[config.mk]
export PLATFORM = sky130hd
export DESIGN_NAME = ccr_top
export DESIGN_NICKNAME = d
export VERILOG_FILES = /design/src/common/ccr_pkg.sv /design/src/design/ccr_sync.sv /design/src/design/ccr_top.sv
export SDC_FILE = /design/constraint.sdc
export NUM_CORES = 1
export LEC_CHECK = 0
export ABC_AREA = 1
export BUFFER_PORTS_ARGS = -buffer_cell sky130_fd_sc_hd__buf_4
export CAP_MARGIN = 5
export CORE_MARGIN = 2
export CORE_UTILIZATION = 38
export DETAILED_ROUTE_END_ITERATION = 6
export MAX_ROUTING_LAYER = met4
export PLACE_DENSITY = 0.78
export SYNTH_ARGS = -nofsm -noshare
export SYNTH_HDL_FRONTEND = slang
export SYNTH_SLANG_ARGS = --single-unit
[constraint.sdc]
create_clock -name clk_i -period 1.3 [get_ports clk_i]
set_input_delay 0.065 -clock clk_i [delete_from_list [all_inputs] [get_ports clk_i]]
set_output_delay 0.065 -clock clk_i [all_outputs]
set_load 0.05 [all_outputs]
[src/common/ccr_pkg.sv]
// Package with register map, field layout and carrier types of the comparator control block.
package ccr_pkg;
  localparam logic [3:0] ADDR_CTRL   = 4'h0;
  localparam logic [3:0] ADDR_STATUS = 4'h4;
  localparam logic [3:0] ADDR_ENABLE = 4'h8;
  localparam logic [3:0] ADDR_CLEAR  = 4'hC;

  localparam int BIT_SEL   = 7;
  localparam int BIT_EN    = 6;
  localparam int BIT_POL   = 5;
  localparam int BIT_OUT   = 4;
  localparam int BIT_OS    = 3;
  localparam int BIT_HY    = 0;

  // Writable bits of the control register; result bit and bits 2..1 excluded.
  localparam logic [7:0] CTRL_WMASK = 8'hE9;
  localparam logic [7:0] CTRL_RESET = 8'h81;
  localparam logic [0:0] IRQ_CHANGE = 1'h0;

  typedef struct packed {
    logic       sel;
    logic       en;
    logic       pol;
    logic       os;
    logic       hy;
  } ccr_ctrl_t;

  typedef struct packed {
    ccr_ctrl_t  ctrl;
    logic       result;
    logic       irq_stat;
    logic       irq_en;
    logic       ack;
    logic [7:0] rdata;
    logic       irq;
    logic       pin_drive;
    logic       pin_oe;
    logic       wake;
  } ccr_state_t;
endpackage

[src/design/ccr_sync.sv]
// Two-stage synchroniser for the asynchronous comparator output.
`timescale 1ns/1ps
module ccr_sync (
  input  wire logic clk_i,
  input  wire logic sys_rst_i,
  input  wire logic d_i,
  output logic      q_o
);
  logic meta;

  always_ff @(posedge clk_i) begin
    if (sys_rst_i) begin
      meta <= 1'h0;
      q_o  <= 1'h0;
    end else begin
      meta <= d_i;
      q_o  <= meta;
    end
  end
endmodule // ccr_sync

[src/design/ccr_top.sv]
// Comparator control register block with Wishbone slave and change interrupt.
//
// Chosen here: the register addresses and register access over Wishbone.
`timescale 1ns/1ps
module ccr_top (
  input  wire logic       clk_i,
  input  wire logic       sys_rst_i,
  input  wire logic       wb_cyc_i,
  input  wire logic       wb_stb_i,
  input  wire logic       wb_we_i,
  input  wire logic [3:0] wb_adr_i,
  input  wire logic [3:0] wb_sel_i,
  input  wire logic [31:0] wb_dat_i,
  output logic [31:0]     wb_dat_o,
  output logic            wb_ack_o,
  input  wire logic       comp_raw_i,
  input  wire logic       sleep_i,
  output logic            comparator_pin_select_o,
  output logic            comparator_power_on_o,
  output logic            hysteresis_enable_o,
  output logic            comparator_output_pin_o,
  output logic            comparator_output_pin_oe_o,
  output logic            irq_o,
  output logic            wake_o
);
  ccr_pkg::ccr_state_t st;
  ccr_pkg::ccr_state_t next_st;
  logic                raw_sync;
  logic                access;
  logic                lane0_wr;
  // Decodes and the expected next result, shared by the assertions below.
  logic                ctrl_wr;
  logic                clear_wr;
  logic                rd_req;
  logic                res_now;

  // The analog comparator output is asynchronous to clk_i.
  ccr_sync u_sync (
    .clk_i     (clk_i),
    .sys_rst_i (sys_rst_i),
    .d_i       (comp_raw_i),
    .q_o       (raw_sync)
  );

  assign access   = wb_cyc_i && wb_stb_i && !st.ack;
  assign lane0_wr = access && wb_we_i && wb_sel_i[0];
  assign ctrl_wr  = lane0_wr && wb_adr_i == ccr_pkg::ADDR_CTRL;
  assign clear_wr = lane0_wr && wb_adr_i == ccr_pkg::ADDR_CLEAR
                    && wb_dat_i[ccr_pkg::IRQ_CHANGE];
  assign rd_req   = access && !wb_we_i;
  // The result the comparator path takes at the coming edge.
  assign res_now  = (st.ctrl.en & raw_sync) ^ st.ctrl.pol;

  function automatic logic [7:0] ctrl_byte(input ccr_pkg::ccr_ctrl_t c, input logic r);
    logic [7:0] b;
    b = 8'h00;
    b[ccr_pkg::BIT_SEL] = c.sel;
    b[ccr_pkg::BIT_EN]  = c.en;
    b[ccr_pkg::BIT_POL] = c.pol;
    b[ccr_pkg::BIT_OUT] = r;
    b[ccr_pkg::BIT_OS]  = c.os;
    b[ccr_pkg::BIT_HY]  = c.hy;
    return b;
  endfunction

  always_comb begin
    logic [7:0] wbyte;
    logic       new_res;
    logic       changed;
    wbyte   = 8'h00;
    next_st = st;
    next_st.ack = access;
    // A powered-down comparator presents a low raw result.
    new_res = (st.ctrl.en & raw_sync) ^ st.ctrl.pol;
    changed = new_res != st.result;
    next_st.result = new_res;
    // Read data is captured once per access and held, since the bus only looks while ack stands.
    if (access && !wb_we_i) begin
      unique case (wb_adr_i)
        ccr_pkg::ADDR_CTRL:   next_st.rdata = ctrl_byte(st.ctrl, st.result);
        ccr_pkg::ADDR_STATUS: next_st.rdata = {7'h00, st.irq_stat};
        ccr_pkg::ADDR_ENABLE: next_st.rdata = {7'h00, st.irq_en};
        default:              next_st.rdata = 8'h00;
      endcase
    end
    if (lane0_wr && wb_adr_i == ccr_pkg::ADDR_CTRL) begin
      // Only writable positions are taken; result and unused bits ignored.
      wbyte = wb_dat_i[7:0] & ccr_pkg::CTRL_WMASK;
      next_st.ctrl.sel = wbyte[ccr_pkg::BIT_SEL];
      next_st.ctrl.en  = wbyte[ccr_pkg::BIT_EN];
      next_st.ctrl.pol = wbyte[ccr_pkg::BIT_POL];
      next_st.ctrl.os  = wbyte[ccr_pkg::BIT_OS];
      next_st.ctrl.hy  = wbyte[ccr_pkg::BIT_HY];
    end
    if (lane0_wr && wb_adr_i == ccr_pkg::ADDR_ENABLE) begin
      next_st.irq_en = wb_dat_i[ccr_pkg::IRQ_CHANGE];
    end
    if (lane0_wr && wb_adr_i == ccr_pkg::ADDR_CLEAR && wb_dat_i[ccr_pkg::IRQ_CHANGE]) begin
      next_st.irq_stat = 1'h0;
    end
    // Set wins over a clear in the same cycle.
    if (changed) begin
      next_st.irq_stat = 1'h1;
    end
    next_st.irq  = next_st.irq_stat & next_st.irq_en;
    next_st.wake = next_st.irq_stat & sleep_i & st.ctrl.en;
    next_st.pin_drive = new_res;
    next_st.pin_oe    = next_st.ctrl.sel & ~next_st.ctrl.os;
  end

  always_ff @(posedge clk_i) begin
    if (sys_rst_i) begin
      // Everything clears except the fields whose power-on value is one.
      st          <= '0;
      st.ctrl.sel <= ccr_pkg::CTRL_RESET[ccr_pkg::BIT_SEL];
      st.ctrl.hy  <= ccr_pkg::CTRL_RESET[ccr_pkg::BIT_HY];
      st.pin_oe   <= ccr_pkg::CTRL_RESET[ccr_pkg::BIT_SEL];
    end else begin
      st <= next_st;
    end
  end

  assign wb_dat_o                   = {24'h000000, st.rdata};
  assign wb_ack_o                   = st.ack;
  assign comparator_pin_select_o    = st.ctrl.sel;
  assign comparator_power_on_o      = st.ctrl.en;
  assign hysteresis_enable_o        = st.ctrl.hy;
  assign comparator_output_pin_o    = st.pin_drive;
  assign comparator_output_pin_oe_o = st.pin_oe;
  assign irq_o                      = st.irq;
  assign wake_o                     = st.wake;

  // Reset values of the select, power and hysteresis fields and of every output except wb_dat_o.
  a_reset_select: assert property (@(posedge clk_i)
    sys_rst_i |=> comparator_pin_select_o && !comparator_power_on_o)
    else $error("pin select or power bit wrong after reset");
  a_reset_outputs: assert property (@(posedge clk_i)
    sys_rst_i |=> hysteresis_enable_o && comparator_output_pin_oe_o && !comparator_output_pin_o
      && !irq_o && !wake_o && !wb_ack_o)
    else $error("outputs wrong after reset");

  // Result path.
  a_power_off_low: assert property (@(posedge clk_i) disable iff (sys_rst_i)
    !st.ctrl.en && !st.ctrl.pol && !$past(sys_rst_i) |=> !st.result)
    else $error("result high while comparator off");
  a_polarity_inv: assert property (@(posedge clk_i) disable iff (sys_rst_i)
    $stable(st.ctrl) && $stable(raw_sync) && !$past(sys_rst_i)
      |-> st.result == ((st.ctrl.en & raw_sync) ^ st.ctrl.pol))
    else $error("polarity not applied");
  a_result_reads: assert property (@(posedge clk_i) disable iff (sys_rst_i)
    access && !wb_we_i && wb_adr_i == ccr_pkg::ADDR_CTRL
      |=> wb_dat_o[ccr_pkg::BIT_OUT] == $past(st.result))
    else $error("result bit read wrong");
  a_route_pin: assert property (@(posedge clk_i) disable iff (sys_rst_i)
    ##1 comparator_output_pin_oe_o == (st.ctrl.sel && !st.ctrl.os))
    else $error("output pin routing wrong");
  a_pin_follows: assert property (@(posedge clk_i) disable iff (sys_rst_i)
    comparator_output_pin_o == st.result)
    else $error("output pin does not follow result");

  // Register writes land on the edge that takes the request.
  a_sel_write: assert property (@(posedge clk_i) disable iff (sys_rst_i)
    ctrl_wr |=> comparator_pin_select_o == $past(wb_dat_i[ccr_pkg::BIT_SEL]))
    else $error("pin select write lost");
  a_power_write: assert property (@(posedge clk_i) disable iff (sys_rst_i)
    ctrl_wr |=> comparator_power_on_o == $past(wb_dat_i[ccr_pkg::BIT_EN]))
    else $error("power write lost");
  a_pol_write: assert property (@(posedge clk_i) disable iff (sys_rst_i)
    ctrl_wr |=> st.ctrl.pol == $past(wb_dat_i[ccr_pkg::BIT_POL]))
    else $error("polarity write lost");
  a_route_write: assert property (@(posedge clk_i) disable iff (sys_rst_i)
    ctrl_wr |=> st.ctrl.os == $past(wb_dat_i[ccr_pkg::BIT_OS]))
    else $error("route write lost");
  a_hyst_write: assert property (@(posedge clk_i) disable iff (sys_rst_i)
    ctrl_wr |=> hysteresis_enable_o == $past(wb_dat_i[ccr_pkg::BIT_HY]))
    else $error("hysteresis write lost");
  a_lane_ignored: assert property (@(posedge clk_i) disable iff (sys_rst_i)
    access && wb_we_i && !wb_sel_i[0] |=> $stable(st.ctrl) && $stable(st.irq_en))
    else $error("write without lane zero changed a register");

  // Change flag, interrupt and wake-up.
  a_change_sets: assert property (@(posedge clk_i) disable iff (sys_rst_i)
    $changed(st.result) && !$past(sys_rst_i) |-> st.irq_stat)
    else $error("change did not set flag");
  a_set_wins: assert property (@(posedge clk_i) disable iff (sys_rst_i)
    clear_wr && st.result != res_now |=> st.irq_stat)
    else $error("clear beat a change in the same cycle");
  a_flag_clears: assert property (@(posedge clk_i) disable iff (sys_rst_i)
    clear_wr && st.result == res_now |=> !st.irq_stat)
    else $error("flag not cleared");
  a_flag_sticky: assert property (@(posedge clk_i) disable iff (sys_rst_i)
    st.irq_stat && !clear_wr |=> st.irq_stat)
    else $error("flag dropped without clear");
  a_enable_write: assert property (@(posedge clk_i) disable iff (sys_rst_i)
    lane0_wr && wb_adr_i == ccr_pkg::ADDR_ENABLE
      |=> st.irq_en == $past(wb_dat_i[ccr_pkg::IRQ_CHANGE]))
    else $error("enable write lost");
  a_irq_level: assert property (@(posedge clk_i) disable iff (sys_rst_i)
    irq_o == (st.irq_stat && st.irq_en))
    else $error("interrupt level wrong");
  a_wake_level: assert property (@(posedge clk_i) disable iff (sys_rst_i)
    !$past(sys_rst_i)
      |-> wake_o == (st.irq_stat && $past(sleep_i) && $past(st.ctrl.en)))
    else $error("wake level wrong");

  // Bus reads and handshake.
  a_status_read: assert property (@(posedge clk_i) disable iff (sys_rst_i)
    rd_req && wb_adr_i == ccr_pkg::ADDR_STATUS |=> wb_dat_o == {31'h0, $past(st.irq_stat)})
    else $error("status read wrong");
  a_enable_read: assert property (@(posedge clk_i) disable iff (sys_rst_i)
    rd_req && wb_adr_i == ccr_pkg::ADDR_ENABLE |=> wb_dat_o == {31'h0, $past(st.irq_en)})
    else $error("enable read wrong");
  a_unmapped_read: assert property (@(posedge clk_i) disable iff (sys_rst_i)
    rd_req && wb_adr_i != ccr_pkg::ADDR_CTRL && wb_adr_i != ccr_pkg::ADDR_STATUS
      && wb_adr_i != ccr_pkg::ADDR_ENABLE |=> wb_dat_o == 32'h00000000)
    else $error("unmapped read not zero");
  a_unused_zero: assert property (@(posedge clk_i) disable iff (sys_rst_i)
    wb_ack_o |-> wb_dat_o[2:1] == 2'h0 && wb_dat_o[31:8] == 24'h000000)
    else $error("unused bits not zero");
  a_ack_follows: assert property (@(posedge clk_i) disable iff (sys_rst_i)
    access |=> wb_ack_o)
    else $error("ack missing after request");
  a_ack_pulse: assert property (@(posedge clk_i) disable iff (sys_rst_i)
    wb_ack_o |=> !wb_ack_o)
    else $error("ack longer than one cycle");

  c_write_ctrl:      cover property (@(posedge clk_i) ctrl_wr);
  c_irq_fire:        cover property (@(posedge clk_i) $rose(irq_o));
  c_wake:            cover property (@(posedge clk_i) $rose(wake_o));
  c_clear_set:       cover property (@(posedge clk_i) lane0_wr && wb_adr_i == ccr_pkg::ADDR_CLEAR);
  c_set_over_clear:  cover property (@(posedge clk_i) clear_wr && st.result != res_now);
endmodule // ccr_top

==> results.txt <==
number of levels in the clock H-tree = 1
Placement Rows = 19
vias in the first global route = 704
drt pass-1 iters = 4
number of synthesis warnings = 0
Yosys top cell by area = sky130_fd_sc_hd__dfxtp_1
power per standard cell area = 979 nW/um^2
post-synthesis register bit count = 20
Crit Path Max Fanout = 7
maximum count of clock buffers along a single path = 2
mean instance size in the synthesized netlist = 7.36 sq um
largest net degree at the start of global routing = 13
proportion of layout cells with a drive suffix above 1 = 24.6%
area inside the core boundary = 2760 sq um
Final Routed Wirelength = 1870 um
launch point of the worst reg-to-reg path = wb_ack_o
clock slew at the register clock pins of the worst setup and hold paths = 0.11 ns
Post-Route Hold Slack = 0.0183 ns
detailed placement HPWL = 1420 um
Wirelength per Cell = 8.89 um
number of buffers created by CTS = 3
total congestion overflow after global routing = 0
Worst Clk Skew = 0.00119 ns
TritonCTS clock tree = built
max-slew violation total from the final report = 0
count of instances resized after the clock tree is built = 0
Crit Path Class = reg -> reg
Post-Syn Instances = 150
upper clock frequency limit = 897 MHz
clock root cell = sky130_fd_sc_hd__clkbuf_4
area of the die = 3350 sq um
via count = 858
leakage = 0.685 nW
fraction of the cycle the final worst path needs = 85.8%
crit path buf inv count = 2
hold wc startpoint = wb_dat_i[7]
final total negative setup slack = 0 ns
crit start category = flip-flop
sequential area share after synthesis = 36.3%
number of nets at the end of the flow = 227
Cells after DPL = 203
clock period minus worst slack = 1.11 ns
global-route wire length before repair = 3090 um
data required time of the critical path = 1.51 ns
total of endpoints with negative setup slack in the final report = 0
launch point of the worst path = wb_ack_o
placer congestion estimate = 0.781
min-delay worst type = in -> reg
category of the worst setup path capture point = flip-flop
diode insertion count for antenna repair = 0
starting density of the core = 40.0%
initial detailed-routing violation count = 4
Top Family by Delay on Critical Path = simple AND/OR/NAND/NOR gates
flip-flop count of the largest register, all copies and words added = 6
total track usage = 12.4%
total power draw = 1.26 mW
biggest cell delay along the critical path = 0.33 ns
setup repair after global routing missed its margin = false
Avg Vias per Cell = 4.09
maxcap violations = 0
outcome = complete, no violations
number of sinks handled by clock tree synthesis = 20
critical path cell sequence = inv_1 > nand3_4 > nor2_8 > nand2_4 > nand2_1 > nand3_1 > nand2_1 > inv_1
die outline width = 57.9 um
crit path DAT = 1.33 ns
Max IR drop VDD = 0.707 mV
port buffer count = 30
number of antenna violations at the first check in global routing = 0
IO Pins = 87
Post-Layout Cell Count = 210
largest cells by area after synthesis = sky130_fd_sc_hd__dfxtp_1 36%, sky130_fd_sc_hd__buf_4 22%, sky130_fd_sc_hd__nand2_1 9.2%
final routed DRC violation total = 0
Mapped Area = 1100 sq um
vertical extent of the die = 57.9 um
Clock Latency Late Sink = 0.30 ns
Reg2Reg Setup Slack = 0.19 ns
Antenna Nets Post-Route = 0
area added between synthesis and finish = 16.6%
area share of the largest cell type after synthesis = 36.3%
hold violation total from the final report = 0
number of different library cells in the post-synthesis netlist = 17
Worst path slowest cell = sky130_fd_sc_hd__dfxtp_2
path summary, 6_finish.rpt:
check,end,depth (start not counted)
setup reg to reg,comparator_output_pin_oe_o,8
setup / recovery,comparator_output_pin_oe_o,8
hold / removal,comparator_pin_select_o,3
hold reg to reg,u_sync.q_o,2
worst register-to-register path, cell delays in order (launching register included):
cell and delay, ns:
sky130_fd_sc_hd__dfxtp_2 0.33, sky130_fd_sc_hd__inv_1 0.08, sky130_fd_sc_hd__nand3_4 0.11, sky130_fd_sc_hd__nor2_8 0.15, sky130_fd_sc_hd__nand2_4 0.09, sky130_fd_sc_hd__nand2_1 0.07, sky130_fd_sc_hd__nand3_1 0.08, sky130_fd_sc_hd__nand2_1 0.09
sky130_fd_sc_hd__inv_1 0.04
synth_stat cells, drive strengths merged:
| cell | count |
|---|---|
| a21oi | 7 |
| o21ai | 3 |
| buf | 32 |
| dfxtp | 20 |
| conb | 1 |
| nand2 | 29 |
| nand3 | 18 |
| clkbuf | 1 |
| nor2 | 17 |
| clkinv | 1 |
| inv | 21 |
kinds of logic (layout without fill, tap and decap cells):
logic type,Yosys count,after routing,share of synthesized area (%)
flip-flops,20,20,36.3
AO/OA/AOI/OAI,10,10,4.53
buffers and inverters,55,59,29.7
other,1,26,0.340
AND/OR/NAND/NOR,64,64,29.1
layout make-up:
| type | count | area, sq um |
|---|---|---|
| multi-input cells | 100 | 469 |
| repair buffers | 33 | 255 |
| fillers | 281 | 1470 |
| flip-flops and latches | 20 | 403 |
| clock buffers | 4 | 36.3 |
| inverters | 22 | 83.8 |
| well taps | 31 | 38.8 |
power by group:
| group | internal [mW] | switching (mW) |
|---|---|---|
| combinational | 0.0547 | 0.225 |
| sequential | 0.618 | 0.00270 |
| clock | 0.171 | 0.187 |
stage by stage:
stage	area (sq um)	worst slack, ns	utilization, %
floorplan	1200	0.150	-
global placement	1220	0.211	44.2
detailed placement	1220	0.200	44.2
CTS	1280	0.174	46.3
global route	1290	0.0265	46.6
finish	1290	0.185	46.6
repair_timing:
| item | 4_1_cts | 5_1_grt |
|---|---|---|
| endpoints found under the hold margin | 2 | 4 |
| hold buffers | 2 | 1 |
| setup buffers | 0 | 0 |
routing by layer:
metal / global-route usage, % / vias up / wire length (um)
met5: - / - / 0
met4: 2.99 / 0 / 17
met3: 5.13 / 3 / 154
met2: 20.0 / 31 / 949
met1: 14.4 / 366 / 745
li1: - / 458 / -
cells in the final DEF, fill, tap and decap left out, types with 3 or more instances in the layout:
cell	instances
sky130_fd_sc_hd__dlygate4sd3_1	3
sky130_fd_sc_hd__buf_4	30
sky130_fd_sc_hd__a21oi_1	7
sky130_fd_sc_hd__dfxtp_1	18
sky130_fd_sc_hd__clkbuf_4	3
sky130_fd_sc_hd__inv_1	21
sky130_fd_sc_hd__nand2_1	27
sky130_fd_sc_hd__conb_1	26
sky130_fd_sc_hd__o21ai_0	3
sky130_fd_sc_hd__nor2_1	14
sky130_fd_sc_hd__nand3_1	16
Power figures use the tool's default switching activity.
